[src/atf_map.vh]
// register selects, bit positions and reset values of the upper task file bank
`ifndef ATF_MAP_VH
`define ATF_MAP_VH
// register selects on reg_addr: {alt_block, a2, a1, a0}
`define ATF_SEL_CYL_HIGH    4'h5
`define ATF_SEL_DRIVE_HEAD  4'h6
`define ATF_SEL_STATUS      4'h7
`define ATF_SEL_ALT_STATUS  4'hE
`define ATF_SEL_DRIVE_ADDR  4'hF
// drive/head fields
`define ATF_DH_LBA          6
`define ATF_DH_DRV          4
// status bits
`define ATF_ST_BSY          7
`define ATF_ST_DRIVE_READY_FLAG         6
`define ATF_ST_DWF          5
`define ATF_ST_DSC          4
`define ATF_ST_DRQ          3
`define ATF_ST_CORRECTED_DATA_FLAG         2
`define ATF_ST_IDX          1
`define ATF_ST_ERR          0
// device control bits
`define ATF_DC_SOFT_RESET_BIT         2
`define ATF_DC_INTERRUPT_DISABLE_BIT         1
// drive address bits
`define ATF_DA_FLOAT        7
`define ATF_DA_WTG          6
// reset values
`define ATF_CYL_HIGH_RST    8'h00
`define ATF_DRIVE_HEAD_RST  8'hA0
`define ATF_DEV_CTRL_RST    8'h08
// config index values that run in i/o card mode
`define ATF_IDX_IO_LO       6'h01
`define ATF_IDX_IO_HI       6'h03
`endif

[src/atf_task_file.v]
// upper task file register bank: cylinder high, drive/head, status, control
`timescale 1ns/1ps
`default_nettype none
module atf_task_file (
   input  wire       clock,
   input  wire       reset,
   input  wire [3:0] reg_addr,
   input  wire [7:0] write_data,
   input  wire       write_strobe,
   input  wire       read_strobe,
   input  wire       cmd_strobe,
   input  wire       ctrl_strobe,
   input  wire [5:0] config_index,
   input  wire       level_irq_mode,
   input  wire       drive_id,
   input  wire       drive_active,
   input  wire       busy_done,
   input  wire       ready_in,
   input  wire       write_fault_in,
   input  wire       seek_done_in,
   input  wire       data_req_set,
   input  wire       corrected_in,
   input  wire       error_set,
   input  wire       irq_event,
   output reg  [7:0] read_data,
   output reg        read_data_oe,
   output reg        read_bit7_oe,
   output reg  [7:0] command_code,
   output reg        command_valid,
   output wire       request_ok,
   output wire       lba_mode,
   output wire [3:0] head_lba_high,
   output wire [7:0] lba_mid_high,
   output wire       slave_selected,
   output wire       task_file_reset,
   output wire       interrupt_request_n
);
`include "atf_map.vh"
   reg  [7:0] cylinder_high_address;
   reg  [7:0] drive_head_select;
   reg  [7:0] device_control;
   reg        irq_pending;
   wire [7:0] primary_status;
   wire       soft_reset_bit;
   wire       interrupt_disable_bit;
   wire       io_mode;
   wire       status_read;
   wire       cmd_write;
   wire [7:0] drive_address_readback;
   wire       write_gate_n;
   wire       head_select3_n;
   wire       head_select0_n;
   wire [3:0] head_select_n;
   wire       drive1_selected_n;
   wire       drive0_selected_n;
   wire       drive_select_bit;
   ////////////////////////////////////////////////////////////////////////
   // device control; only bits 2 and 1 are acted on
   always @(posedge clock) begin
      if (reset)
         device_control <= `ATF_DEV_CTRL_RST;
      else if (ctrl_strobe)
         device_control <= {4'h0, 1'b1, write_data[2:1], 1'b0};
   end
   assign soft_reset_bit        = device_control[`ATF_DC_SOFT_RESET_BIT];
   assign interrupt_disable_bit = device_control[`ATF_DC_INTERRUPT_DISABLE_BIT];
   assign task_file_reset = soft_reset_bit;
   ////////////////////////////////////////////////////////////////////////
   // addressing registers; soft reset restores their reset values (00, A0) but not config state
   always @(posedge clock) begin
      if (reset || task_file_reset) begin
         cylinder_high_address <= `ATF_CYL_HIGH_RST;
         drive_head_select     <= `ATF_DRIVE_HEAD_RST;
      end else if (write_strobe) begin
         if (reg_addr == `ATF_SEL_CYL_HIGH)
            cylinder_high_address <= write_data;
         if (reg_addr == `ATF_SEL_DRIVE_HEAD)
            drive_head_select <= write_data;
      end
   end
   assign lba_mid_high     = cylinder_high_address;
   assign lba_mode         = drive_head_select[`ATF_DH_LBA];
   assign drive_select_bit = drive_head_select[`ATF_DH_DRV];
   assign slave_selected   = drive_select_bit;
   assign head_lba_high    = drive_head_select[3:0];
   ////////////////////////////////////////////////////////////////////////
   // command register; writes while busy are dropped
   assign cmd_write = cmd_strobe & ~primary_status[`ATF_ST_BSY] & ~task_file_reset;
   always @(posedge clock) begin
      if (reset || task_file_reset) begin
         command_code  <= 8'h00;
         command_valid <= 1'b0;
      end else begin
         command_valid <= cmd_write;
         if (cmd_write)
            command_code <= write_data;
      end
   end
   ////////////////////////////////////////////////////////////////////////
   atf_status_reg u_status (
      .clock          (clock),
      .reset          (reset),
      .clear          (task_file_reset),
      .cmd_write      (cmd_write),
      .busy_done      (busy_done),
      .ready_in       (ready_in),
      .write_fault_in (write_fault_in),
      .seek_done_in   (seek_done_in),
      .data_req_set   (data_req_set),
      .corrected_in   (corrected_in),
      .error_set      (error_set),
      .status         (primary_status)
   );
   // requests allowed when not busy, ready and seeked
   assign request_ok = ~primary_status[`ATF_ST_BSY] & primary_status[`ATF_ST_DRIVE_READY_FLAG]
                       & primary_status[`ATF_ST_DSC];
   ////////////////////////////////////////////////////////////////////////
   // drive address readback
   assign write_gate_n      = 1'b0;
   // inverted head bits, one per bit
   genvar hs;
   generate
      for (hs = 0; hs < 4; hs = hs + 1) begin : g_head_sel
         assign head_select_n[hs] = ~drive_head_select[hs];
      end
   endgenerate
   assign head_select3_n    = head_select_n[3];
   assign head_select0_n    = head_select_n[0];
   assign drive1_selected_n = ~(drive_active & drive_select_bit);
   assign drive0_selected_n = ~(drive_active & ~drive_select_bit);
   // write gate zero, bit 7 floats
   assign drive_address_readback = {1'b0, write_gate_n, head_select3_n,
                                    head_select_n[2:1], head_select0_n,
                                    drive1_selected_n, drive0_selected_n};
   ////////////////////////////////////////////////////////////////////////
   // read mux, registered; bit 7 drive dropped for the drive address
   always @(posedge clock) begin
      if (reset) begin
         read_data    <= 8'h00;
         read_data_oe <= 1'b0;
         read_bit7_oe <= 1'b0;
      end else begin
         read_data_oe <= read_strobe;
         read_bit7_oe <= read_strobe & (reg_addr != `ATF_SEL_DRIVE_ADDR);
         case (reg_addr)
            `ATF_SEL_CYL_HIGH:   read_data <= cylinder_high_address;
            `ATF_SEL_DRIVE_HEAD: read_data <= drive_head_select;
            `ATF_SEL_STATUS:     read_data <= primary_status;
            `ATF_SEL_ALT_STATUS: read_data <= primary_status;
            `ATF_SEL_DRIVE_ADDR: read_data <= drive_address_readback;
            default:             read_data <= 8'h00;
         endcase
      end
   end
   ////////////////////////////////////////////////////////////////////////
   // interrupt: pending until a primary status read in level io mode
   assign io_mode     = (config_index >= `ATF_IDX_IO_LO) && (config_index <= `ATF_IDX_IO_HI);
   assign status_read = read_strobe & (reg_addr == `ATF_SEL_STATUS);
   always @(posedge clock) begin
      if (reset || task_file_reset)
         irq_pending <= 1'b0;
      else if (irq_event)
         irq_pending <= 1'b1;  // set wins over the read clear
      else if (status_read && io_mode && level_irq_mode)
         irq_pending <= 1'b0;
   end
   assign interrupt_request_n = ~(irq_pending & ~interrupt_disable_bit);
endmodule
`default_nettype wire

[src/atf_status_reg.v]
// status flag holder fed by the command engine
`timescale 1ns/1ps
`default_nettype none
module atf_status_reg (
   input  wire       clock,
   input  wire       reset,
   input  wire       clear,
   input  wire       cmd_write,
   input  wire       busy_done,
   input  wire       ready_in,
   input  wire       write_fault_in,
   input  wire       seek_done_in,
   input  wire       data_req_set,
   input  wire       corrected_in,
   input  wire       error_set,
   output reg  [7:0] status
);
`include "atf_map.vh"
   reg busy_flag;
   reg drive_ready_flag;
   reg write_fault_flag;
   reg seek_complete_flag;
   reg data_request_flag;
   reg corrected_data_flag;
   reg error_flag;
   ////////////////////////////////////////////////////////////////////////
   // flags; busy, data request and error: set wins over its own clear, but reset or clear drops every flag
   always @(posedge clock) begin
      if (reset || clear) begin
         busy_flag           <= 1'b0;
         drive_ready_flag    <= 1'b0;
         write_fault_flag    <= 1'b0;
         seek_complete_flag  <= 1'b0;
         data_request_flag   <= 1'b0;
         corrected_data_flag <= 1'b0;
         error_flag          <= 1'b0;
      end else begin
         if (cmd_write)
            busy_flag <= 1'b1;
         else if (busy_done)
            busy_flag <= 1'b0;
         drive_ready_flag    <= ready_in;
         write_fault_flag    <= write_fault_in;
         seek_complete_flag  <= seek_done_in;
         corrected_data_flag <= corrected_in;
         if (data_req_set)
            data_request_flag <= 1'b1;
         else if (cmd_write)
            data_request_flag <= 1'b0;
         if (error_set)
            error_flag <= 1'b1;
         else if (cmd_write)
            error_flag <= 1'b0;
      end
   end
   ////////////////////////////////////////////////////////////////////////
   // status byte assembly, registered
   always @(posedge clock) begin
      if (reset || clear) begin
         status <= 8'h00;
      end else begin
         status[`ATF_ST_BSY]  <= busy_flag | cmd_write;
         status[`ATF_ST_DRIVE_READY_FLAG] <= drive_ready_flag;
         status[`ATF_ST_DWF]  <= write_fault_flag;
         status[`ATF_ST_DSC]  <= seek_complete_flag;
         status[`ATF_ST_DRQ]  <= data_request_flag;
         status[`ATF_ST_CORRECTED_DATA_FLAG] <= corrected_data_flag;
         status[`ATF_ST_IDX]  <= 1'b0;
         status[`ATF_ST_ERR]  <= error_flag;
      end
   end
endmodule
`default_nettype wire

[config.mk]
export PLATFORM = sky130hd
export DESIGN_NAME = atf_task_file
export DESIGN_NICKNAME = d
export VERILOG_FILES = /design/src/atf_task_file.v /design/src/atf_status_reg.v
export VERILOG_INCLUDE_DIRS = /design/src
export SDC_FILE = /design/constraint.sdc
export NUM_CORES = 1
export LEC_CHECK = 0
export BUFFER_PORTS_ARGS = -buffer_cell sky130_fd_sc_hd__buf_2
export CAP_MARGIN = 40
export CORE_MARGIN = 3
export CORE_UTILIZATION = 52
export DETAILED_ROUTE_END_ITERATION = 7
export GPL_ROUTABILITY_DRIVEN = 0
export PLACE_DENSITY = 0.9
export RECOVER_POWER = 100
export SLEW_MARGIN = 20
export SYNTH_ARGS = -nofsm -noshare
export SYNTH_HDL_FRONTEND = slang
export SYNTH_SLANG_ARGS = --single-unit
[constraint.sdc]
create_clock -name clock -period 2.85 [get_ports clock]
set_input_delay 0.1425 -clock clock [delete_from_list [all_inputs] [get_ports clock]]
set_output_delay 0.1425 -clock clock [all_outputs]
set_load 0.05 [all_outputs]
Yosys cells after proc, flatten, opt, wreduce, memory -nomap -nowiden
Cells that the tools add are included.
- shifts and indexed selects: 0
- divide/modulo/power cells: 0
- bitwise gates (word level): 21
- add/sub/neg operators: 0
- $lt $le $gt $ge: 2
- multipliers: 0
- reductions and logical operators: 11
- muxes and demuxes: 8
- eq/ne operators: 6
- operators by type and width (kind ; number):
    8-bit case mux with 4 select lines ; 1
    4-bit by 3-bit == test with 1-bit output (second input constant) ; 3
    1-bit inverter ; 11
    1-bit AND ; 9
    4-bit == test (second input constant) ; 2
    2-bit nonzero test ; 4
    1-bit two-way mux ; 7
    6-bit by 1-bit >= comparator with 1-bit output (second input constant) ; 1
    6-bit by 2-bit <= comparator with 1-bit output (second input constant) ; 1
    4-bit inequality test (second input constant) ; 1
    2-bit AND reduction ; 2
    1-bit logical AND ; 3
    2-bit OR reduction ; 1
    1-bit logical OR ; 1
    1-bit bitwise OR ; 1
- memories: 0
- bits in writable memories: 0
- output and inout bits: 36
- memory bits (read-only): 0
- latch bits: 0
- bits in registers: 53

Longest topological paths before layout
Gate-level depths: netlist of run 1.
- depth after elaboration: 6
- depth in mapped cells: 7
- gate-level depth less buffers: 4

Hierarchy
Synthesis of run 1 repeated with hierarchy kept, for this count alone.
- cells, all modules: 218
- area, all modules: 2075.7 um^2
- by module, submodules not included (module ; cells each ; area an instance (um^2) ; times used):
    atf_task_file ; 183 ; 1642.8 ; 1
    atf_status_reg ; 35 ; 432.9 ; 1

Worst setup path before layout of run 1
No wires, ideal clock.
- path type: reg2reg
- start: reg device_control[2]
- end: reg command_valid
- arrival time: 1.339 ns
- required time: 2.722 ns
- path buffers: 2
- setup time: 0.128 ns
- path slack: 1.384 ns
- cell stages (with the launch flop): 5
- cells stage by stage: dfxtp_1 or2_2 buf_2 buf_1 nor2_1
- longest elaborated chain between the ends: 2
- elaborated cells between the ends (all ways): 3
- RTL lines (what ; line ; RTL):
    start, declared ; atf_task_file.v:41 ; reg [7:0] device_control;
    start signal, assigned ; atf_task_file.v:61 ; device_control <= `ATF_DEV_CTRL_RST;
    start signal, assigned ; atf_task_file.v:63 ; device_control <= {4'h0, 1'b1, write_data[2:1], 1'b0};
    1-bit inverter ; atf_task_file.v:88 ; assign cmd_write = cmd_strobe & ~primary_status[`ATF_ST_BSY] & ~task_file_reset;
    1-bit AND ; atf_task_file.v:88 ;
    end signal, assigned ; atf_task_file.v:94 ; command_valid <= cmd_write;
    end, declared ; atf_task_file.v:29 ; output reg command_valid,
Parallel ways exist; a longest one is shown, timed or not.
A chain may end at the register's enable or synchronous reset.

Final worst setup path of run 1
- start: reg device_control[2]
- end: reg cylinder_high_address[2] (netlist: lba_mid_high[2])
- longest elaborated chain between the ends: 1
- RTL lines (what ; line ; RTL):
    1-bit logical OR ; atf_task_file.v:71 ; if (reset || task_file_reset) begin
    end signal, assigned ; atf_task_file.v:72 ; cylinder_high_address <= `ATF_CYL_HIGH_RST;
    end signal, assigned ; atf_task_file.v:76 ; cylinder_high_address <= write_data;
    end, declared ; atf_task_file.v:39 ; reg [7:0] cylinder_high_address;
Every way passes these cells.

==> results of run 1 <==
[through the flow]
stage               setup slack [ns]  area [um^2]  instances  hold WS, ns
floorplan                       1.38         2020        213        0.215
global placement                1.31         2300        313        0.344
detailed placement              1.26         2300        313        0.348
CTS                             1.59         2380        320       0.0272
global route                   0.823         2330        320       0.0396
finish                          1.04         2330        320       0.0318
[report_power, final]
group	total, W	internal, W	switching [W]	leakage (nW)
logic	0.000168	0.0000499	0.000118	0.430
clock network	0.000396	0.000167	0.000228	0.0410
registers	0.000766	0.000753	0.0000132	0.424
total	0.00133	0.000970	0.000359	0.896
[cell type report]
| class | instances | area share (%) |
|---|---|---|
| Sequential cell | 52 | 44.7 |
| Multi-Input combinational cell | 141 | 35.9 |
| Timing Repair Buffer | 71 | 13.3 |
| Clock buffer | 6 | 3.12 |
| Tap cell | 48 | 2.58 |
| Clock inverter | 1 | 0.215 |
| Inverter | 1 | 0.161 |
[flip-flops by register name (all words and copies together), names as in the netlist]
register	flops
u_status.error_flag	1
u_status.write_fault_flag	1
u_status.status	7
read_bit7_oe	1
u_status.data_request_flag	1
drive_head_select	8
u_status.corrected_data_flag	1
lba_mid_high	8
read_data	8
u_status.seek_complete_flag	1
device_control	2
command_valid	1
command_code	8
irq_pending	1
u_status.busy_flag	1
read_data_oe	1
u_status.drive_ready_flag	1
[worst reg2reg max path: stages (launching register included)]
cell,delay (ns)
dfxtp_1,0.37
or2_0,1.15
nor2_1,0.13
[placed cells by master (no fill, tap or decap), types with 5 or more instances in the layout]
master / count
nor2_1: 31
clkbuf_1: 40
a21oi_1: 17
nor2b_1: 6
mux2i_1: 19
nand2_1: 24
and2_0: 8
clkbuf_8: 5
dfxtp_1: 52
buf_2: 31
[logic make-up after synthesis]
logic type	Yosys count	share of synthesized area, %
simple gates	87	20.6
mux	19	9.42
flops	52	51.6
xor+xnor	1	0.434
compound gates	34	11.1
buf+inv	20	6.82
[worst paths after layout]
| check | start | end | slack, ns |
|---|---|---|---|
| worst min-delay path | seek_done_in | u_status.seek_complete_flag | 0.03 |
| worst max register to register | device_control[2] | lba_mid_high[2] | 1.04 |
| worst max-delay path | device_control[2] | lba_mid_high[2] | 1.04 |
| worst min register to register | u_status.corrected_data_flag | u_status.status[2] | 0.43 |
[per-layer routing]
| metal | vias to the layer above | GRT usage, % |
|---|---|---|
| li1 | 827 | - |
| met1 | 738 | 26.8 |
| met2 | 62 | 32.3 |
| met3 | 10 | 6.57 |
| met4 | 0 | 8.19 |
| met5 | - | 0 |
==> impl_metrics.toml, run 1 <==
[status]
outcome = "finished with violations"
failed_checks = "capacitance limit, slew limit"

[yosys]
postSynthAreaPerCell_um2 = 9.48
synth_ff_type = "dfxtp_1"
syn_inst = 213
synthTopCellsByArea = "dfxtp_1, mux2i_1, nor2_1, nand2_1, a21oi_1"
synth.top_cells.by_count = "dfxtp_1, nor2_1, nand2_1, mux2i_1, a21oi_1"
yosys_warnings = 0
async_flop_share_pct = 0
synth_edf_count = 0
yosys.area.top_type = "dfxtp_1"
syn-num-nets = 248
ys_seq_area_share_pct = 51.6
synth_area_um2 = 2020
yosys.cell_count.top_type = "dfxtp_1"
ys_ff_latch = 52
synth_cell_types = 32
synth_top_area_share_pct = 51.6

[setup_path]
crit_family = "simple AND/OR/NAND/NOR gates"
reg2reg_depth = 2
cp.required_ns = 2.99
cpPeakStageDelay_ns = 1.15
cp.arrival_ns = 1.95
path_cells = "or2_0, nor2_1"
cp-start-kind = "flip-flop"
timing_worst_setup_path_type = "flip-flop to flip-flop"
worstPathMaxFanout = 28
cp.buffers_inverters = 0
crit_cells = 2
cpMaxStageDelayCell = "or2_0"
worst_setup_path_end_kind = "flip-flop"

[routing]
dr_total_vias = 1637
met1_length_um = 1930
wirelength_um = 4470
dr_wl_met2_um = 2110
wl_per_cell_um = 14.0
routed.top_layer = "met4"
drtIter0Drc = 126
drc = 0
drt-pass1-iter-count = 4
vias_per_cell = 5.12
drtAntennaViolNets = 0
wl_met3_um = 338

[cells_and_area]
register_area_um2 = 1040
area_growth_pct = 15.4
antenna_cells = 0
fin_util_pct = 63.1
drive_gt1_share_pct = 14.0
fin_nets = 307
fillers = 354
multiInputGateArea_um2 = 837

[grt]
grt_pass1_wl_um = 6960
grt_overflow = 0
grt_pass1_vias = 1478
grt_max_degree = 29
grtUsageTotal_pct = 20.8
antenna_found_initial = 0

[sta]
fin_crit_ns = 1.81
post-route-period-util_pct = 63.4
drv_slew = 29
finClkSkew_ns = 0.00869
fmax_mhz = 554
slew_headroom_pct = -1.75
setup_viol = 0
worstMarginPinSlew_ns = 1.53
fin_tns_setup_ns = 0
rsz0062_at_grt = "no"
hold_viol_final = 0

[job]
cap_violations = 1

[cts]
cts_made_buffers = 5
postCtsSetupBuffers = 0
insertion_delay_ns = 0.31
cts_hold_buf = 0
path_clk_slew_ns = 0.09
clockRootBuffer = "clkbuf_8"
cts_max_level = 2
cts_buffer_depth = 2
ctsResizeCount = 0
cts_tree = "yes"
cts_num_sinks = 52

[power]
peakVddDrop_mv = 0.414
finalPower_w = 0.00133
p_leak_nw = 0.896
p_per_area_nw_per_um2 = 571

[place]
hpwl_um = 3300
io_buffer_count = 69

[die]
initial_utilization_pct = 54.7
dieHeight_um = 68.3
core_area_um2 = 3690
rows = 22
dieArea_um2 = 4660
pin_count = 71
dieWidth_um = 68.3

[hold_path]
hold_depth = 2
hold_path_class = "input port to flip-flop"
No activity file was read; power rests on OpenSTA's default activity.
==> run 2, diff against run 1 <==
--- a/config.mk
+++ b/config.mk
@@ -9,10 +9,10 @@
 export BUFFER_PORTS_ARGS = -buffer_cell sky130_fd_sc_hd__buf_2
 export CAP_MARGIN = 40
 export CORE_MARGIN = 3
-export CORE_UTILIZATION = 52
+export CORE_UTILIZATION = 49
 export DETAILED_ROUTE_END_ITERATION = 7
 export GPL_ROUTABILITY_DRIVEN = 0
-export PLACE_DENSITY = 0.9
+export PLACE_DENSITY = 0.86
 export RECOVER_POWER = 100
 export SLEW_MARGIN = 20
 export SYNTH_ARGS = -nofsm -noshare
==> constraint.sdc (replaced) <==
create_clock -name clock -period 1.8 [get_ports clock]
set_input_delay 0.09 -clock clock [delete_from_list [all_inputs] [get_ports clock]]
set_output_delay 0.09 -clock clock [all_outputs]
set_load 0.05 [all_outputs]
==> run 2 against run 1 <==
  * Critical path type is now input port to flip-flop
  * Via count rose by 4.0%
  * Design area rose by 4.7%
  * The run now ends clean
  * Flip-flop and latch count did not move
==> impl_metrics.toml, run 2 (synthesis gave the netlist of run 1 again) <==
[status]
outcome = "completed"

[die]
core_area_um2 = 3830
initial_utilization_pct = 52.7
dieWidth_um = 70.2
pin_count = 71
dieHeight_um = 70.2
rows = 22
dieArea_um2 = 4920

[routing]
drt-pass1-iter-count = 5
dr_total_vias = 1702
drtIter0Drc = 119
wl_per_cell_um = 14.3
drtAntennaViolNets = 0
drc = 0
vias_per_cell = 5.17
wirelength_um = 4690

[setup_path]
worstPathMaxFanout = 11
cp.arrival_ns = 1.58
cp.required_ns = 1.96
cp.buffers_inverters = 1
startpoint = "reg_addr[1]"
cpPeakStageDelay_ns = 0.50
worst_setup_path_end_kind = "flip-flop"
path_cells = "clkbuf_1, nor2b_2, and3_1, mux2i_1, nor2_1"
cp-start-kind = "input port"
cpMaxStageDelayCell = "and3_1"
crit_cells = 5
timing_worst_setup_path_type = "input port to flip-flop"
crit_family = "simple AND/OR/NAND/NOR gates"
worstReg2RegStart = "device_control[2]"
ff2ff_setup_slack_ns = 0.41
reg2reg_depth = 2

[grt]
use_met3_pct = 6.33
grtUsageTotal_pct = 19.3
grt_overflow = 0
busiest_layer = "met2"
grt_pass1_vias = 1561
antenna_found_initial = 0
use_met1_pct = 24.4
grt_max_degree = 29
grt_pass1_wl_um = 7490
grt_util_met2_pct = 30.8

[sta]
slew_headroom_pct = 36.5
finClkSkew_ns = 0.00414
fin_tns_setup_ns = 0
post-route-period-util_pct = 78.9
fmax_mhz = 704
drv_slew = 0
hold_viol_final = 0
worstMarginPinSlew_ns = 0.952
rsz0062_at_grt = "no"
setup_viol = 0
fin_crit_ns = 1.42

[cts]
postCtsSetupBuffers = 0
cts_max_level = 2
cts_buffer_depth = 2
clockRootBuffer = "clkbuf_8"
cts_tree = "yes"
ctsResizeCount = 0
path_clk_slew_ns = 0.09
cts_num_sinks = 52
insertion_delay_ns = 0.30
cts_made_buffers = 5

[cells_and_area]
fin_nets = 315
final_common_cell = "dfxtp_1"
finalInstanceArea_um2 = 2440
fillers = 333
antenna_cells = 0
drive_gt1_share_pct = 14.6
area_growth_pct = 20.8
mostFrequentLayoutCells = "dfxtp_1, clkbuf_1, nor2_1, buf_2, nand2_1"
multiInputGateArea_um2 = 840
register_area_um2 = 1040

[hold_path]
hold_depth = 3
hold_path_class = "input port to flip-flop"
hold_start = "write_data[7]"

[power]
finalPower_w = 0.00227
peakVddDrop_mv = 0.688
p_leak_nw = 0.949
p_per_area_nw_per_um2 = 933

[place]
dpl-instance-area_um2 = 2310
hpwl_um = 3370
io_buffer_count = 69

[job]
cap_violations = 0
==> run 2: final cells by class <==
| type | count | area share [%] |
|---|---|---|
| Clock buffer | 6 | 2.98 |
| Tap cell | 48 | 2.46 |
| Sequential cell | 52 | 42.7 |
| Inverter | 1 | 0.154 |
| Clock inverter | 2 | 1.44 |
| Timing Repair Buffer | 79 | 15.9 |
| Multi-Input combinational cell | 141 | 34.4 |
==> run 2: stage by stage <==
step | hold slack [ns] | worst slack (ns) | std cells | utilization, %
floorplan | 0.162 | 0.334 | 213 | -
global placement | 0.291 | 0.245 | 314 | 60.4
detailed placement | 0.293 | 0.217 | 314 | 60.4
CTS | 0.0130 | 0.530 | 329 | 65.1
global route | 0.0467 | 0.258 | 329 | 63.7
finish | 0.0404 | 0.380 | 329 | 63.7
==> run 2: tightest hold or removal path, cell delays in order <==
cell and delay [ns]:
buf_2 0.10, mux2i_1 0.07, nand2_1 0.06
==> run 2: routing by layer <==
metal | wire length [um] | share of wire, %
met1 | 2050 | 44
met2 | 2250 | 48
met3 | 324 | 6.9
met4 | 65 | 1.4
met5 | 0 | 0
==> run 2: path summary, 6_finish.rpt <==
path / to
worst min-delay path: drive_head_select[7]
worst max-delay path: drive_head_select[3]
worst min register to register: u_status.status[2]
worst max register to register: command_valid
==> run 2: power by group <==
| part | switching, W | total [W] | internal [W] |
|---|---|---|---|
| combinational | 0.000191 | 0.000283 | 0.0000915 |
| clock | 0.000366 | 0.000778 | 0.000413 |
| sequential | 0.0000215 | 0.00121 | 0.00119 |
| total | 0.000578 | 0.00227 | 0.00170 |
==> run 2: what timing repair did <==
action / 4_1_cts / 5_1_grt
hold buffers: 7 / 0
endpoints found under the setup margin: 0 / 0
hold endpoints to repair: 7 / 0
==> run 3, diff against run 2 <==
--- a/config.mk
+++ b/config.mk
@@ -6,13 +6,14 @@
 export SDC_FILE = /design/constraint.sdc
 export NUM_CORES = 1
 export LEC_CHECK = 0
+export ABC_AREA = 1
 export BUFFER_PORTS_ARGS = -buffer_cell sky130_fd_sc_hd__buf_2
 export CAP_MARGIN = 40
 export CORE_MARGIN = 3
 export CORE_UTILIZATION = 49
 export DETAILED_ROUTE_END_ITERATION = 7
 export GPL_ROUTABILITY_DRIVEN = 0
-export PLACE_DENSITY = 0.86
+export PLACE_DENSITY = 0.85
 export RECOVER_POWER = 100
 export SLEW_MARGIN = 20
 export SYNTH_ARGS = -nofsm -noshare
==> constraint.sdc (replaced) <==
create_clock -name clock -period 1.35 [get_ports clock]
set_input_delay 0.0675 -clock clock [delete_from_list [all_inputs] [get_ports clock]]
set_output_delay 0.0675 -clock clock [all_outputs]
set_load 0.05 [all_outputs]
==> run 3 against run 2 <==
  * Cell count up 24%
  * Sequential power up 34%
  * Clock power up 2.8%
  * Power up 26%
  * Critical path depth up 2
  * Synthesized cell count up 30%
  * Clock skew down 0.0024 ns
  * Sequential share of layout area down 2.5 points
  * Largest cell class unchanged
==> impl_metrics.toml, run 3 <==
[status]
outcome = "completed"

[setup_path]
reg2reg_to = "command_code[5]"
cp-start-kind = "flip-flop"
worstPathMaxFanout = 8
cp.required_ns = 1.54
timing_worst_setup_path_type = "flip-flop to flip-flop"
cp.arrival_ns = 1.42
worstReg2RegStart = "u_status.status[7]"
ff2ff_setup_slack_ns = 0.12
worst_setup_path_end_kind = "flip-flop"
reg2reg_depth = 7

[yosys]
postSynthAreaPerCell_um2 = 7.45
ys_seq_area_share_pct = 50.5
synth_ff_type = "dfxtp_1"
synth.top_cells.by_count = "nand2_1, dfxtp_1, inv_1, nor2_1, a21oi_1"
synth_top_family_by_area = "simple AND/OR/NAND/NOR gates"
synth_cell_types = 23
synthTopCellsByArea = "dfxtp_1, nand2_1, a21oi_1, inv_1, nor2_1"
synth_top_area_share_pct = 50.5
synth_area_um2 = 2060
yosys.area.top_type = "dfxtp_1"
post_synth_fa_ha_maj_area_fraction_pct = 0
yosys.cell_count.top_type = "nand2_1"
synth_xor_area_share_pct = 0
ys_ff_latch = 52
synth_edf_count = 0
async_flop_share_pct = 0
synthMuxAreaShare_pct = 0
syn-num-nets = 312
syn_inst = 277
yosys_warnings = 0
synth_simple_gate_area_share_pct = 27.3
synth_compound_area_share_pct = 10.6

[die]
dieHeight_um = 70.9
rows = 22
pin_count = 71
dieWidth_um = 70.9
dieArea_um2 = 5030
core_area_um2 = 3850
initial_utilization_pct = 53.5

[cells_and_area]
finalInstanceArea_um2 = 2590
drive_gt1_share_pct = 19.2
area_growth_pct = 25.5
final_common_cell = "nand2_1"
fin_util_pct = 67.2
antenna_cells = 0
fin_nets = 396
mostFrequentLayoutCells = "nand2_1, dfxtp_1, inv_1"

[power]
switching_share_pct = 27.7
p_leak_nw = 1.21
finalPower_w = 0.00286
p_per_area_nw_per_um2 = 1100
pwr-share-comb_pct = 15.3
peakVddDrop_mv = 0.734
switching_power_w = 0.000791
clkPwrFrac_pct = 28.0
power.share.sequential_pct = 56.7
intPower_w = 0.00207

[sta]
rsz0062_at_grt = "no"
post-route-period-util_pct = 90.8
finClkSkew_ns = 0.00170
hold_viol_final = 0
worstMarginPinSlew_ns = 0.600
fin_crit_ns = 1.23
setup_viol = 0
drv_slew = 0
fin_hold_ws_ns = 0.00740
slew_headroom_pct = 60.2
fmax_mhz = 816
fin_tns_setup_ns = 0

[cts]
cts_num_sinks = 52
cts_max_level = 2
cts_tree = "yes"
insertion_delay_ns = 0.31
postCtsSetupBuffers = 0
cts_made_buffers = 5
clockRootBuffer = "clkbuf_8"
cts_buffer_depth = 2
ctsResizeCount = 0
cts_hold_buf = 11
path_clk_slew_ns = 0.08

[place]
hpwl_um = 3780
io_buffer_count = 69
dpl-instance-area_um2 = 2450

[hold_path]
hold_depth = 3
hold_start = "write_data[5]"
min_to = "drive_head_select[5]"
hold_path_class = "input port to flip-flop"

[routing]
wl_met3_um = 402
wirelength_um = 4980
dr_total_vias = 1970
drtIter0Drc = 145
drt-pass1-iter-count = 4
routed.top_layer = "met4"
drtAntennaViolNets = 0
met1_length_um = 2070
drc = 0
wl_per_cell_um = 12.2
vias_per_cell = 4.84
dr_wl_met2_um = 2430

[job]
cap_violations = 0

[grt]
grtUsageTotal_pct = 20.6
grt_pass1_wl_um = 8090
grt_max_degree = 25
grt_pass1_vias = 1791
grt_overflow = 0
antenna_found_initial = 0
run 3: worst max-delay path by stage:
stage / depth (start not counted) / startpoint / slack, ns / end
2_1_floorplan: 4 / device_control[2] / 0.04 / command_valid
3_3_place_gp: 7 / reg_addr[3] / 0.23 / lba_mid_high[6]
3_5_place_dp: 4 / device_control[2] / 0.18 / command_code[3]
4_1_cts: 7 / u_status.status[7] / 0.16 / command_code[5]
5_1_grt: 7 / u_status.status[7] / 0.03 / command_code[5]
6_report: 7 / u_status.status[7] / 0.12 / command_code[5]
run 3: logic make-up after synthesis:
| group | count (synthesis) |
|---|---|
| compound gates | 43 |
| buf+inv | 53 |
| flops | 52 |
| simple gates | 129 |
run 3: final cells by class:
class,instances,area [um^2]
tap,48,60.1
fill,344,1260
clock buffer,5,68.8
inverter,42,163
timing repair buffer,88,488
sequential,52,1040
multi-input combinational,172,769
run 3: power by group through the flow:
stage,combinational (W),clock (W),sequential (W)
floorplan,0.000177,0,0.00175
global placement,0.000414,0,0.00165
detailed placement,0.000425,0,0.00165
CTS,0.000451,0.000816,0.00162
global route,0.000479,0.000873,0.00162
finish,0.000436,0.000800,0.00162
run 3: critical path, stage by stage (launching register included):
cell and delay, ns:
dfxtp_1 0.35, inv_1 0.06, nand2_1 0.06, nor2_1 0.19, clkinv_1 0.12, clkbuf_2 0.18
nand2_1 0.08, a21oi_1 0.06
run 3: metal layers:
| layer | global-route usage (%) | vias to the layer above |
|---|---|---|
| met1 | 24.8 | 875 |
| met4 | 7.93 | 0 |
| met3 | 7.39 | 9 |
| met2 | 33.6 | 66 |
| li1 | - | 1020 |
| met5 | 0 | - |
run 3: metrics by stage:
stage / setup WS [ns] / instances
global route: 0.0296 / 407
floorplan: 0.0403 / 277
detailed placement: 0.177 / 391
global placement: 0.234 / 391
CTS: 0.155 / 407
finish: 0.125 / 407
